<file path="config.mk">
export PLATFORM = sky130hd
export DESIGN_NAME = flrs_host
export DESIGN_NICKNAME = d
export VERILOG_FILES = /design/src/verilog/flrs_pkg.sv /design/src/verilog/flrs_sync.sv /design/src/verilog/flrs_host.sv
export SDC_FILE = /design/constraint.sdc
export NUM_CORES = 1
export LEC_CHECK = 0
export BUFFER_PORTS_ARGS = -buffer_cell sky130_fd_sc_hd__buf_2
export CAP_MARGIN = 20
export CORE_ASPECT_RATIO = 1.1
export CORE_UTILIZATION = 30
export CTS_BUF_LIST = sky130_fd_sc_hd__clkbuf_2
export CTS_CLUSTER_SIZE = 30
export DETAILED_ROUTE_END_ITERATION = 12
export GPL_TIMING_DRIVEN = 0
export PLACE_DENSITY = 0.53
export SYNTH_ARGS = -nofsm -noshare
export SYNTH_HDL_FRONTEND = slang
export SYNTH_SLANG_ARGS = --single-unit
</file>
<file path="constraint.sdc">
create_clock -name clk_sys -period 2.5 [get_ports clk_sys]
set_clock_uncertainty 0.05 [all_clocks]
set_input_delay 0.125 -clock clk_sys [delete_from_list [all_inputs] [get_ports clk_sys]]
set_output_delay 0.125 -clock clk_sys [all_outputs]
set_load 0.01 [all_outputs]
</file>
<file path="src/verilog/flrs_pkg.sv">
package flrs_pkg;

   // bus geometry of one die
   localparam int ADDR_W = 22;
   localparam int DATA_W = 16;
   localparam int CNT_W  = 30;
   localparam int SYNC_STAGES = 2;

   // clock
   localparam int CLK_PERIOD_NS = 40;

   // pin timing, in the unit printed
   localparam int T_READY_ALG_NS  = 20000;
   localparam int T_READY_IDLE_NS = 500;
   localparam int T_RP_NS         = 500;
   localparam int T_RH_NS         = 50;
   localparam int T_RPD_NS        = 20000;
   localparam int T_ACC_NS        = 90;
   localparam int T_WP_NS         = 35;
   localparam int T_WPH_NS        = 30;
   localparam int T_OEPH_NS       = 20;
   localparam int T_BUSY_NS       = 90;
   localparam int T_RSP_US        = 4;
   localparam int T_RRB_US        = 4;
   localparam int T_ACCEL_US      = 7;
   localparam longint T_ERASE_TYP_MS = 1600;
   localparam longint T_ERASE_MAX_MS = 15000;

   function automatic int cyc_up(input longint ns);
      longint c;
      c = (ns + CLK_PERIOD_NS - 1) / CLK_PERIOD_NS;
      return (c < 1) ? 1 : int'(c);
   endfunction : cyc_up

   function automatic int cyc_dn(input longint ns);
      longint c;
      c = ns / CLK_PERIOD_NS;
      return (c < 1) ? 1 : int'(c);
   endfunction : cyc_dn

   // least times round up, longest times round down
   localparam int RP_CYC         = cyc_up(T_RP_NS);
   localparam int RH_CYC         = cyc_up(T_RH_NS);
   localparam int RPD_CYC        = cyc_up(T_RPD_NS);
   localparam int READY_ALG_CYC  = cyc_dn(T_READY_ALG_NS);
   localparam int READY_IDLE_CYC = cyc_dn(T_READY_IDLE_NS);
   localparam int ACC_CYC        = cyc_dn(T_ACC_NS);
   localparam int WP_CYC         = cyc_up(T_WP_NS);
   localparam int WPH_CYC        = cyc_up(T_WPH_NS);
   localparam int OEPH_CYC       = cyc_up(T_OEPH_NS);
   localparam int BUSY_CYC       = cyc_dn(T_BUSY_NS);
   localparam int RSP_CYC        = cyc_up(longint'(T_RSP_US) * 1000);
   localparam int RRB_CYC        = cyc_up(longint'(T_RRB_US) * 1000);
   localparam int ACCEL_TYP_CYC  = cyc_dn(longint'(T_ACCEL_US) * 1000);
   localparam int ERASE_TYP_CYC  = cyc_dn(T_ERASE_TYP_MS * 1000000);
   localparam int ERASE_MAX_CYC  = cyc_dn(T_ERASE_MAX_MS * 1000000);
   // read data passes the pin synchroniser after the access time
   localparam int RD_CYC         = ACC_CYC + SYNC_STAGES;

   // status and protect address bit positions
   localparam int MAIN_TOGGLE_POS    = 6;
   localparam int SUSPEND_TOGGLE_POS = 2;
   localparam int ADDR_SIX_POS       = 6;
   localparam int ADDR_ONE_POS       = 1;
   localparam int ADDR_ZERO_POS      = 0;

   typedef enum logic [3:0] {
      OP_READ, OP_POLL, OP_WRITE, OP_WRITE_LAST, OP_PROTECT,
      OP_UNPROTECT, OP_RESET, OP_STANDBY, OP_TU_ENTER, OP_TU_EXIT
   } flrs_op_t;

   typedef struct packed {
      flrs_op_t              op;
      logic                  die;
      logic                  boost;
      logic [ADDR_W-1:0]     addr;
      logic [DATA_W-1:0]     data;
   } flrs_req_t;

   typedef struct packed {
      logic [DATA_W-1:0]     data;
      logic                  main_toggled;
      logic                  suspend_toggled;
      logic                  timeout;
      logic                  over_typical;
   } flrs_rsp_t;

   typedef struct packed {
      logic                  ce_n;
      logic                  second_die_select_n;
      logic                  oe_n;
      logic                  we_n;
      logic                  reset_n;
      logic                  vid_en;
      logic                  program_boost_pin;
      logic [ADDR_W-1:0]     addr;
   } flrs_pins_t;

   localparam flrs_pins_t PINS_IDLE = '{ce_n: 1'b1,
      second_die_select_n: 1'b1, oe_n: 1'b1, we_n: 1'b1, reset_n: 1'b1,
      vid_en: 1'b0, program_boost_pin: 1'b0, addr: '0};

endpackage : flrs_pkg

</file>
<file path="src/verilog/flrs_sync.sv">
`timescale 1ns/1ps
module flrs_sync #(
   parameter int W = 1
) (
   // clock and reset
   input  wire logic         clk_sys,
   input  wire logic         reset,
   // data
   input  wire logic [W-1:0] d,
   output logic      [W-1:0] q
);
   logic [W-1:0] meta_q;

   // first stage feeds only the second stage
   always_ff @(posedge clk_sys) begin
      if (reset) begin
         meta_q <= '0;
         q      <= '0;
      end else begin
         meta_q <= d;
         q      <= meta_q;
      end
   end
endmodule : flrs_sync

</file>
<file path="src/verilog/flrs_host.sv">
// Behaviour
// - wait 50 ns after reset release before any read.
// - toggle bits advance per read, framed by output or chip select.
// - protect uses address bit six low, bit one high, bit zero low.
// - unprotect uses address bit six high, bit one high, zero low.
// - hold elevated clear line 4 us before first write.
// - keep clear line elevated 4 us after busy output returns high.
`timescale 1ns/1ps
module flrs_host
   import flrs_pkg::*;
#(
   parameter int BUSY_TIMEOUT_CYC = ERASE_MAX_CYC,
   parameter int ERASE_TYP_LIM    = ERASE_TYP_CYC
) (
   // clock and reset
   input  wire logic              clk_sys,
   input  wire logic              reset,
   // request side
   input  wire logic              req_valid,
   output logic                   req_ready,
   input  wire flrs_req_t         req,
   // answer side
   output logic                   rsp_valid,
   output flrs_rsp_t              rsp,
   // flash pins
   output flrs_pins_t             pins,
   output logic [DATA_W-1:0]      dq_out,
   output logic                   dq_oe_n,
   input  wire logic [DATA_W-1:0] dq_in,
   input  wire logic              ready_busy_n_out
);
   typedef enum logic [3:0] {
      S_IDLE, S_READ, S_POLL_GAP, S_WR_LOW, S_WR_HIGH, S_BUSY_DLY,
      S_BUSY, S_RST_LOW, S_RST_REC, S_TU_SETUP, S_TU_WAIT, S_TU_HOLD
   } flrs_state_t;

   flrs_state_t        st_q, st_d;
   logic [CNT_W-1:0]   cnt_q, cnt_d;
   flrs_req_t          req_q, req_d;
   flrs_pins_t         pins_q, pins_d;
   logic [DATA_W-1:0]  dq_q, dq_d;
   logic               dq_oe_n_q, dq_oe_n_d;
   flrs_rsp_t          rsp_q, rsp_d;
   logic               rsp_v_q, rsp_v_d;
   logic               alg_q, alg_d;
   logic               second_q, second_d;
   logic [1:0]         tog_q, tog_d;
   logic [DATA_W-1:0]  dq_s;
   logic               rb_s;
   logic [CNT_W-1:0]   cnt_inc;
   logic [CNT_W-1:0]   rst_low_lim;
   logic [CNT_W-1:0]   rec_lim;
   logic [CNT_W-1:0]   typ_lim;

   // pins come from another timing domain, so both pass two flops
   flrs_sync #(.W(DATA_W + 1)) u_sync (
      .clk_sys (clk_sys),
      .reset   (reset),
      .d       ({ready_busy_n_out, dq_in}),
      .q       ({rb_s, dq_s})
   );

   assign cnt_inc     = cnt_q + CNT_W'(1);
   assign rst_low_lim = (req_q.op == OP_STANDBY) ?
                        CNT_W'(RPD_CYC - 1) : CNT_W'(RP_CYC - 1);
   // recovery covers the read-mode return after an aborted algorithm or from idle, plus the read gap
   assign rec_lim     = alg_q ? CNT_W'(READY_ALG_CYC + RH_CYC - 1)
                              : CNT_W'(READY_IDLE_CYC + RH_CYC - 1);
   assign typ_lim     = req_q.boost ? CNT_W'(ACCEL_TYP_CYC)
                                    : CNT_W'(ERASE_TYP_LIM);

   always_comb begin
      st_d      = st_q;
      cnt_d     = cnt_q;
      req_d     = req_q;
      pins_d    = pins_q;
      dq_d      = dq_q;
      dq_oe_n_d = dq_oe_n_q;
      rsp_d     = rsp_q;
      rsp_v_d   = 1'b0;
      alg_d     = alg_q;
      second_d  = second_q;
      tog_d     = tog_q;
      case (st_q)
         S_IDLE: begin
            if (req_valid) begin
               req_d    = req;
               rsp_d    = '0;
               cnt_d    = '0;
               second_d = 1'b0;
               pins_d.addr = req.addr;
               case (req.op)
                  OP_READ, OP_POLL: begin
                     pins_d.ce_n                = req.die;
                     pins_d.second_die_select_n = ~req.die;
                     pins_d.oe_n                = 1'b0;
                     st_d                       = S_READ;
                  end
                  OP_WRITE, OP_WRITE_LAST, OP_PROTECT, OP_UNPROTECT: begin
                     pins_d.ce_n                = req.die;
                     pins_d.second_die_select_n = ~req.die;
                     pins_d.we_n                = 1'b0;
                     pins_d.program_boost_pin   = req.boost;
                     dq_d                       = req.data;
                     dq_oe_n_d                  = 1'b0;
                     if (req.op == OP_PROTECT) begin
                        pins_d.addr[ADDR_SIX_POS]  = 1'b0;
                        pins_d.addr[ADDR_ONE_POS]  = 1'b1;
                        pins_d.addr[ADDR_ZERO_POS] = 1'b0;
                     end else if (req.op == OP_UNPROTECT) begin
                        pins_d.addr[ADDR_SIX_POS]  = 1'b1;
                        pins_d.addr[ADDR_ONE_POS]  = 1'b1;
                        pins_d.addr[ADDR_ZERO_POS] = 1'b0;
                     end
                     st_d = S_WR_LOW;
                  end
                  OP_RESET, OP_STANDBY: begin
                     // a low busy line means an algorithm must be aborted
                     alg_d          = ~rb_s;
                     pins_d.reset_n = 1'b0;
                     pins_d.vid_en  = 1'b0;
                     st_d           = S_RST_LOW;
                  end
                  OP_TU_ENTER: begin
                     pins_d.vid_en = 1'b1;
                     st_d          = S_TU_SETUP;
                  end
                  OP_TU_EXIT: begin
                     st_d = S_TU_WAIT;
                  end
                  default: begin
                     rsp_v_d = 1'b1;
                  end
               endcase
            end
         end
         S_READ: begin
            cnt_d = cnt_inc;
            if (cnt_q == CNT_W'(RD_CYC - 1)) begin
               cnt_d       = '0;
               pins_d.oe_n = 1'b1;
               // any address works for the main toggle bit
               if (req_q.op == OP_POLL && !second_q) begin
                  tog_d    = {dq_s[MAIN_TOGGLE_POS],
                              dq_s[SUSPEND_TOGGLE_POS]};
                  second_d = 1'b1;
                  st_d     = S_POLL_GAP;
               end else begin
                  rsp_d.data = dq_s;
                  if (req_q.op == OP_POLL) begin
                     // a busy die answers with status bits
                     rsp_d.main_toggled    =
                        dq_s[MAIN_TOGGLE_POS] ^ tog_q[1];
                     rsp_d.suspend_toggled =
                        dq_s[SUSPEND_TOGGLE_POS] ^ tog_q[0];
                  end
                  pins_d.ce_n                = 1'b1;
                  pins_d.second_die_select_n = 1'b1;
                  rsp_v_d                    = 1'b1;
                  st_d                       = S_IDLE;
               end
            end
         end
         S_POLL_GAP: begin
            // chip select stays low; output gate alone frames each read
            cnt_d = cnt_inc;
            if (cnt_q == CNT_W'(OEPH_CYC - 1)) begin
               cnt_d       = '0;
               pins_d.oe_n = 1'b0;
               st_d        = S_READ;
            end
         end
         S_WR_LOW: begin
            cnt_d = cnt_inc;
            if (cnt_q == CNT_W'(WP_CYC - 1)) begin
               cnt_d       = '0;
               pins_d.we_n = 1'b1;
               st_d        = S_WR_HIGH;
            end
         end
         S_WR_HIGH: begin
            cnt_d = cnt_inc;
            if (cnt_q == CNT_W'(WPH_CYC - 1)) begin
               cnt_d                      = '0;
               dq_oe_n_d                  = 1'b1;
               pins_d.ce_n                = 1'b1;
               pins_d.second_die_select_n = 1'b1;
               if (req_q.op == OP_WRITE) begin
                  rsp_v_d = 1'b1;
                  st_d    = S_IDLE;
               end else begin
                  st_d = S_BUSY_DLY;
               end
            end
         end
         S_BUSY_DLY: begin
            // busy may lag the last write; do not read it early
            cnt_d = cnt_inc;
            if (cnt_q == CNT_W'(BUSY_CYC + SYNC_STAGES - 1)) begin
               cnt_d = '0;
               st_d  = S_BUSY;
            end
         end
         S_BUSY: begin
            cnt_d = cnt_inc;
            if (rb_s || cnt_q == CNT_W'(BUSY_TIMEOUT_CYC - 1)) begin
               rsp_d.timeout            = ~rb_s;
               rsp_d.over_typical       = cnt_q > typ_lim;
               pins_d.program_boost_pin = 1'b0;
               cnt_d                    = '0;
               rsp_v_d                  = 1'b1;
               st_d                     = S_IDLE;
            end
         end
         S_RST_LOW: begin
            cnt_d = cnt_inc;
            if (cnt_q == rst_low_lim) begin
               cnt_d          = '0;
               pins_d.reset_n = 1'b1;
               st_d           = S_RST_REC;
            end
         end
         S_RST_REC: begin
            cnt_d = cnt_inc;
            if (cnt_q == rec_lim) begin
               cnt_d   = '0;
               rsp_v_d = 1'b1;
               st_d    = S_IDLE;
            end
         end
         S_TU_SETUP: begin
            cnt_d = cnt_inc;
            if (cnt_q == CNT_W'(RSP_CYC - 1)) begin
               cnt_d   = '0;
               rsp_v_d = 1'b1;
               st_d    = S_IDLE;
            end
         end
         S_TU_WAIT: begin
            // no timeout: a stuck busy line keeps the voltage applied
            if (rb_s) begin
               cnt_d = '0;
               st_d  = S_TU_HOLD;
            end
         end
         S_TU_HOLD: begin
            cnt_d = cnt_inc;
            if (cnt_q == CNT_W'(RRB_CYC - 1)) begin
               cnt_d         = '0;
               pins_d.vid_en = 1'b0;
               rsp_v_d       = 1'b1;
               st_d          = S_IDLE;
            end
         end
         default: begin
            st_d = S_IDLE;
         end
      endcase
   end

   always_ff @(posedge clk_sys) begin
      if (reset) begin
         st_q      <= S_IDLE;
         cnt_q     <= '0;
         req_q     <= '0;
         pins_q    <= PINS_IDLE;
         dq_q      <= '0;
         dq_oe_n_q <= 1'b1;
         rsp_q     <= '0;
         rsp_v_q   <= 1'b0;
         alg_q     <= 1'b0;
         second_q  <= 1'b0;
         tog_q     <= '0;
      end else begin
         st_q      <= st_d;
         cnt_q     <= cnt_d;
         req_q     <= req_d;
         pins_q    <= pins_d;
         dq_q      <= dq_d;
         dq_oe_n_q <= dq_oe_n_d;
         rsp_q     <= rsp_d;
         rsp_v_q   <= rsp_v_d;
         alg_q     <= alg_d;
         second_q  <= second_d;
         tog_q     <= tog_d;
      end
   end

   assign req_ready = (st_q == S_IDLE);
   assign rsp_valid = rsp_v_q;
   assign rsp       = rsp_q;
   assign pins      = pins_q;
   assign dq_out    = dq_q;
   assign dq_oe_n   = dq_oe_n_q;
endmodule : flrs_host

</file>
-- After elaboration in Yosys (flattened, before gate mapping)
Index checks and enable logic that the tools add are counted.
- magnitude comparators: 1
- bitwise operators: 4
- mux-type cells: 77
- add/subtract/negate cells: 1
- reduce and logical (&&, ||, !) cells: 40
- equality and inequality tests: 49
- operator list (kind ; number):
    30-bit two-way mux ; 8
    30-bit case mux with 8 select lines ; 1
    30-bit by 9-bit equality test with 1-bit output ; 2
    4-bit two-way mux ; 11
    4-bit case mux with 11 select lines ; 1
    4-bit by 3-bit equality test with 1-bit output, second input constant ; 9
    18-bit two-way mux ; 2
    18-bit case mux with 2 select lines ; 1
    30-bit by 1-bit adder with 30-bit output, second input constant ; 1
    30-bit by 2-bit equality test with 1-bit output, second input constant ; 1
    30-bit by 29-bit equality test with 1-bit output, second input constant ; 1
    30-bit by 7-bit equality test with 1-bit output, second input constant ; 1
    30-bit by 26-bit > comparator with 1-bit output ; 1
    30-bit logical NOT ; 1
    29-bit two-way mux ; 1
    2-bit != test, second input constant ; 14
    4-bit AND reduction ; 7
    26-bit two-way mux ; 1
    1-bit two-way mux ; 25
    4-bit equality test, second input constant ; 6
    4-bit by 2-bit equality test with 1-bit output, second input constant ; 5
    20-bit two-way mux ; 1
    4-bit case mux with 5 select lines ; 1
    2-bit two-way mux ; 9
    30 further kinds ; 61
- logic and storage cells: 197
- output and inout bits: 68
- input bits: 64
- register bits after elaboration: 144

-- Logic depth before layout (Yosys ltp)
- depth after elaboration: 6
- gate-level depth with buffers: 10
- mapped depth without buffers: 9

-- Hierarchy
A second synthesis with hierarchy kept.
- cells, all modules: 773
- area total of the unflattened synthesis: 6635.1 µm²
- modules (own cells, without submodules) (module ; instances ; seq. area each (µm²) ; cells each ; area each (µm²)):
    flrs_host ; 1 ; 2202.1 ; 702 ; 5698.0
    flrs_sync ; 1 ; 680.7 ; 71 ; 937.1

-- Worst setup path after synthesis
Ideal clock, no wire load.
- path type: register to register
- start: reg cnt_q[10]
- end: reg rsp_q, in the netlist rsp[3]
- setup slack: -0.208 ns
- cell stages (with the launch flop): 10
- setup time: 0.088 ns
- arrival time: 2.570 ns
- clock period less this slack: 2.708 ns
- path buffers: 2
- data required time: 2.362 ns
- cell sequence: dfxtp_1 buf_4 nor4_4 nand4_4 nor4_4 o22ai_1 or4_1 buf_2 or3_1 o32ai_2
- cells in the longest elaborated chain, start to end: 3
- RTL lines (element ; RTL line ; source):
    start: declaration ; flrs_host.sv:38 ; logic [CNT_W-1:0] cnt_q, cnt_d;
    start signal: assignment ; flrs_host.sv:276 ; cnt_q <= cnt_d;
    30-bit by 2-bit equality test with 1-bit output ; flrs_host.sv:139 ; if (cnt_q == CNT_W'(RD_CYC - 1)) begin
    2-bit != test (no line) ; -- ;
    5-bit AND reduction (no line) ; -- ;
    end signal: assignment ; flrs_host.sv:281 ; rsp_q <= rsp_d;
    end: declaration ; flrs_host.sv:43 ; flrs_rsp_t rsp_q, rsp_d;
Every way passes these cells.
A chain may end at the register's enable or synchronous reset.

-- Worst setup path after layout
- start: reg cnt_q[26]
- end: reg st_q[0]
- cells in the longest elaborated chain, start to end: 4
- elaborated cells between the ends (all ways): 17
- those cells by class: eq/ne (14); reduce/logical (3)
- RTL lines (element ; RTL line ; source):
    30-bit by 29-bit equality test with 1-bit output ; flrs_host.sv:206 ; if (rb_s || cnt_q == CNT_W'(BUSY_TIMEOUT_CYC - 1)) begin
    1-bit logical OR ; flrs_host.sv:206 ;
    2-bit != test (no line) ; -- ;
    12-bit AND reduction (no line) (*) ; -- ;
    end signal: assignment ; flrs_host.sv:275 ; st_q <= st_d;
    end: declaration ; flrs_host.sv:37 ; flrs_state_t st_q, st_d;
Mark *: on every way between the ends. The rest lies on a longest branch, timed or not.

==> run_results.csv <==
group,metric,value,unit
sta,period_needed,2.69,ns
setup_path,critPathMaxFanout,4,
drt,drcViolationCount,0,
cells_and_area,num-fill-cells,2127,
sta,max_slew_margin,51.1,%
yosys,ys_seq_area_share,43.4,%
pwr,power.density,788,mW/mm^2
sta,setup_ws,-0.192,ns
sta,finalSetupViolCount,31,
clock_network,root_buffer,"clkbuf_2",
cells_and_area,nets,1143,
yosys,synth_top_area_share,43.4,%
clock_network,cts_sinks,144,
place,hpwl,14500,um
drt,drt_iter0_drc,419,
setup_path,critPathBufInv,1,
setup_path,cp_common_cell,"nor4_4",
yosys,syn_avg_cell_area,8.36,um^2
yosys,synthesis.nets,875,
floorplan,core_area,0.0215,mm^2
sta,period_share,108,%
yosys,yosys_warnings,0,
drt,via_per_inst,5.01,
drt,detail_route.wl_per_cell,16.2,um
yosys,synth_area,0.00664,mm^2
yosys,async_flop_share,0,%
yosys,synthTopCellsByArea,"dfxtp_1, nand2_1, a21oi_1",
setup_path,cp-end-kind,"register",
floorplan,rows,56,
clock_network,clkLatencyLatePin,0.73,ns
cells_and_area,multiInputGateArea,0.00402,mm^2
setup_path,cp_slowest_cell,"or4_1",
floorplan,initial_core_util,30.9,%
place,port_buffers,128,
yosys,synth.largest_area_cell,"dfxtp_1",
pwr,leakage,4.01,nW
drt,dr.pass1.iters,5,
yosys,yosysUniqueCellTypes,63,
cells_and_area,final_cells,1366,
cells_and_area,regArea,0.00294,mm^2
cells_and_area,syn_to_final_growth,46.9,%
sta,rsz0062_at_grt,"yes",
setup_path,cp.required,3.14,ns
yosys,synth_enable_flop_cells,0,
drt,via_count,6838,
clock_network,tritoncts,"done",
setup_path,worst_ep_arrival_time,3.33,ns
yosys,synth_seq_cells,144,
cells_and_area,drive_gt1_share,32.6,%
sta,tightest_slew,0.733,ns
global_route,groute.usage.overall,19.5,%
setup_path,crit_type,"register to register",
run_status,status,"finished with violations",
global_route,overflow,0,
yosys,synthTopCellsByCount,"dfxtp_1, nand2_1, a21oi_1, nor2_1, clkbuf_1",
global_route,antenna_found_initial,1,
floorplan,die_y,158,um
sta,hold_viol_final,0,
drt,routed_wirelength,22100,um
setup_path,cp_cell_sequence,"nor4_4 > nand4_4 > buf_6 > nor4_4 > o22ai_4 > or3_4 > or4_1 > a21oi_1",
drt,postRouteAntennaNets,0,
floorplan,dieArea,0.0227,mm^2
yosys,synth.most_common_cell,"dfxtp_1",
global_route,grt_pass1_wl,34100,um
min_path,min_path_type,"input pin to register",
floorplan,pin_count,132,
sta,slew_violations,0,
clock_network,clk_pin_slew,0.26,ns
pwr,total_power,0.00768,W
clock_network,cts.htree.levels,4,
yosys,synth_flop_cell,"dfxtp_1",
floorplan,die_x,144,um
clock_network,cts_made_buffers,17,
pwr,vdd_drop_max,554,uV
global_route,grt_max_degree,17,
place,place_congestion,0.854,
yosys,netlist_instances,794,
clock_network,clock_path_buffers,2,
run,cap_violations,0,
place,place_inst,1212,
global_route,grt_pass1_vias,6277,
run_status,violations,"setup timing",
cells_and_area,fin_util,45.3,%
sta,fmax,371,MHz
setup_path,max_stage_delay,0.49,ns
setup_path,start_kind,"register",
setup_path,crit_family,"simple AND/OR/NAND/NOR gates",
-- state kept, by name, summed over array words and instances (netlist names) --
name	count
alg_q	1
cnt_q	30
dq_oe_n	1
dq_out	16
pins	29
req_q	5
rsp	20
rsp_valid	1
second_q	1
st_q	4
tog_q	2
u_sync.meta_q	17
u_sync.q	17
-- worst reg2reg max path, stage by stage (launching register included) --
cell and delay [ns]:
dfxtp_4 0.42, nor4_4 0.33, nand4_4 0.20, buf_6 0.18
nor4_4 0.34, o22ai_4 0.13, or3_4 0.38, or4_1 0.49
a21oi_1 0.13
-- timing repair --
action | 4_1_cts | 5_1_grt
endpoints found under the setup margin | 88 | 87
buffers inserted | 40 | 21
gates cloned | 1 | 1
endpoints found under the hold margin | 86 | 0
hold buffers | 74 | 0
pin swaps | 26 | 33
gates resized for setup | 107 | 82
-- per-layer routing --
metal,vias to the layer above,part of all wire (%),wire length [um],GRT usage [%]
met3,19,4.4,970,3.27
met2,184,49,10800,32.5
met1,3249,45,10000,25.5
li1,3386,-,-,-
met4,0,1.3,297,6.08
met5,-,0,0,0
-- cell type report --
| type | instances | area share [%] |
|---|---|---|
| diodes | 1 | 0.0257 |
| plain buffers | 42 | 2.27 |
| clock buffers | 17 | 0.873 |
| clock inverters | 15 | 1.51 |
| inverters | 18 | 0.693 |
| multi-input cells | 577 | 41.2 |
| flip-flops and latches | 144 | 30.1 |
| well taps | 290 | 3.72 |
| repair buffers | 262 | 19.5 |
-- cell families (layout without fill, tap and decap cells) --
kind of cell | Yosys count | after routing | share of synthesized area [%]
compound gates | 187 | 187 | 18.6
xor+xnor | 9 | 9 | 1.19
fa+ha+maj | 17 | 17 | 3.21
buf+inv | 73 | 354 | 4.24
flops | 144 | 144 | 43.4
mux | 11 | 11 | 1.66
other cells | 0 | 1 | 0
simple gates | 353 | 353 | 27.6
-- stage by stage --
step | setup TNS, ns | setup WS, ns | hold WS (ns) | cell area [um^2]
after floorplan | -1.08 | -0.196 | 0.203 | 6680
after global placement | -51.23 | -1.07 | 0.284 | 7680
after detailed placement | -50.12 | -1.05 | 0.287 | 7680
after CTS | -2.99 | -0.241 | 0.00513 | 9340
after global routing | -5.39 | -0.289 | 0.0176 | 9750
final | -1.93 | -0.192 | 0.0851 | 9750
-- cells in the final DEF (no fill, tap or decap), types with 9 or more instances in the layout --
master / n
dfxtp_4: 11
buf_4: 46
buf_6: 12
dfxtp_2: 11
nand2_1: 125
nor2_1: 47
clkbuf_1: 26
ha_1: 15
inv_1: 18
nand4_1: 9
buf_2: 129
nor3_1: 12
nor2b_1: 40
o21ai_0: 23
a211oi_2: 11
and2_1: 9
mux2i_1: 11
dfxtp_1: 122
nand3_1: 21
dlygate4sd3_1: 74
a22oi_2: 16
clkbuf_2: 28
a21oi_1: 64
-- power by group --
| group | total (W) | internal, W | leakage [nW] | switching [W] |
|---|---|---|---|---|
| sequential | 0.00269 | 0.00251 | 1.19 | 0.000178 |
| combinational | 0.00360 | 0.00154 | 2.68 | 0.00206 |
| clock | 0.00139 | 0.000399 | 0.143 | 0.000990 |
| total | 0.00768 | 0.00445 | 4.01 | 0.00323 |
-- path summary, 6_finish.rpt --
path	endpoint	slack, ns	cells after the start	from
max	st_q[0]	-0.19	8	cnt_q[26]
min reg2reg	u_sync.q[9]	0.38	1	u_sync.meta_q[9]
min	pins[7]	0.09	4	req[23]
max reg2reg	st_q[0]	-0.19	8	cnt_q[26]
(Power assumes the default switching activity.)
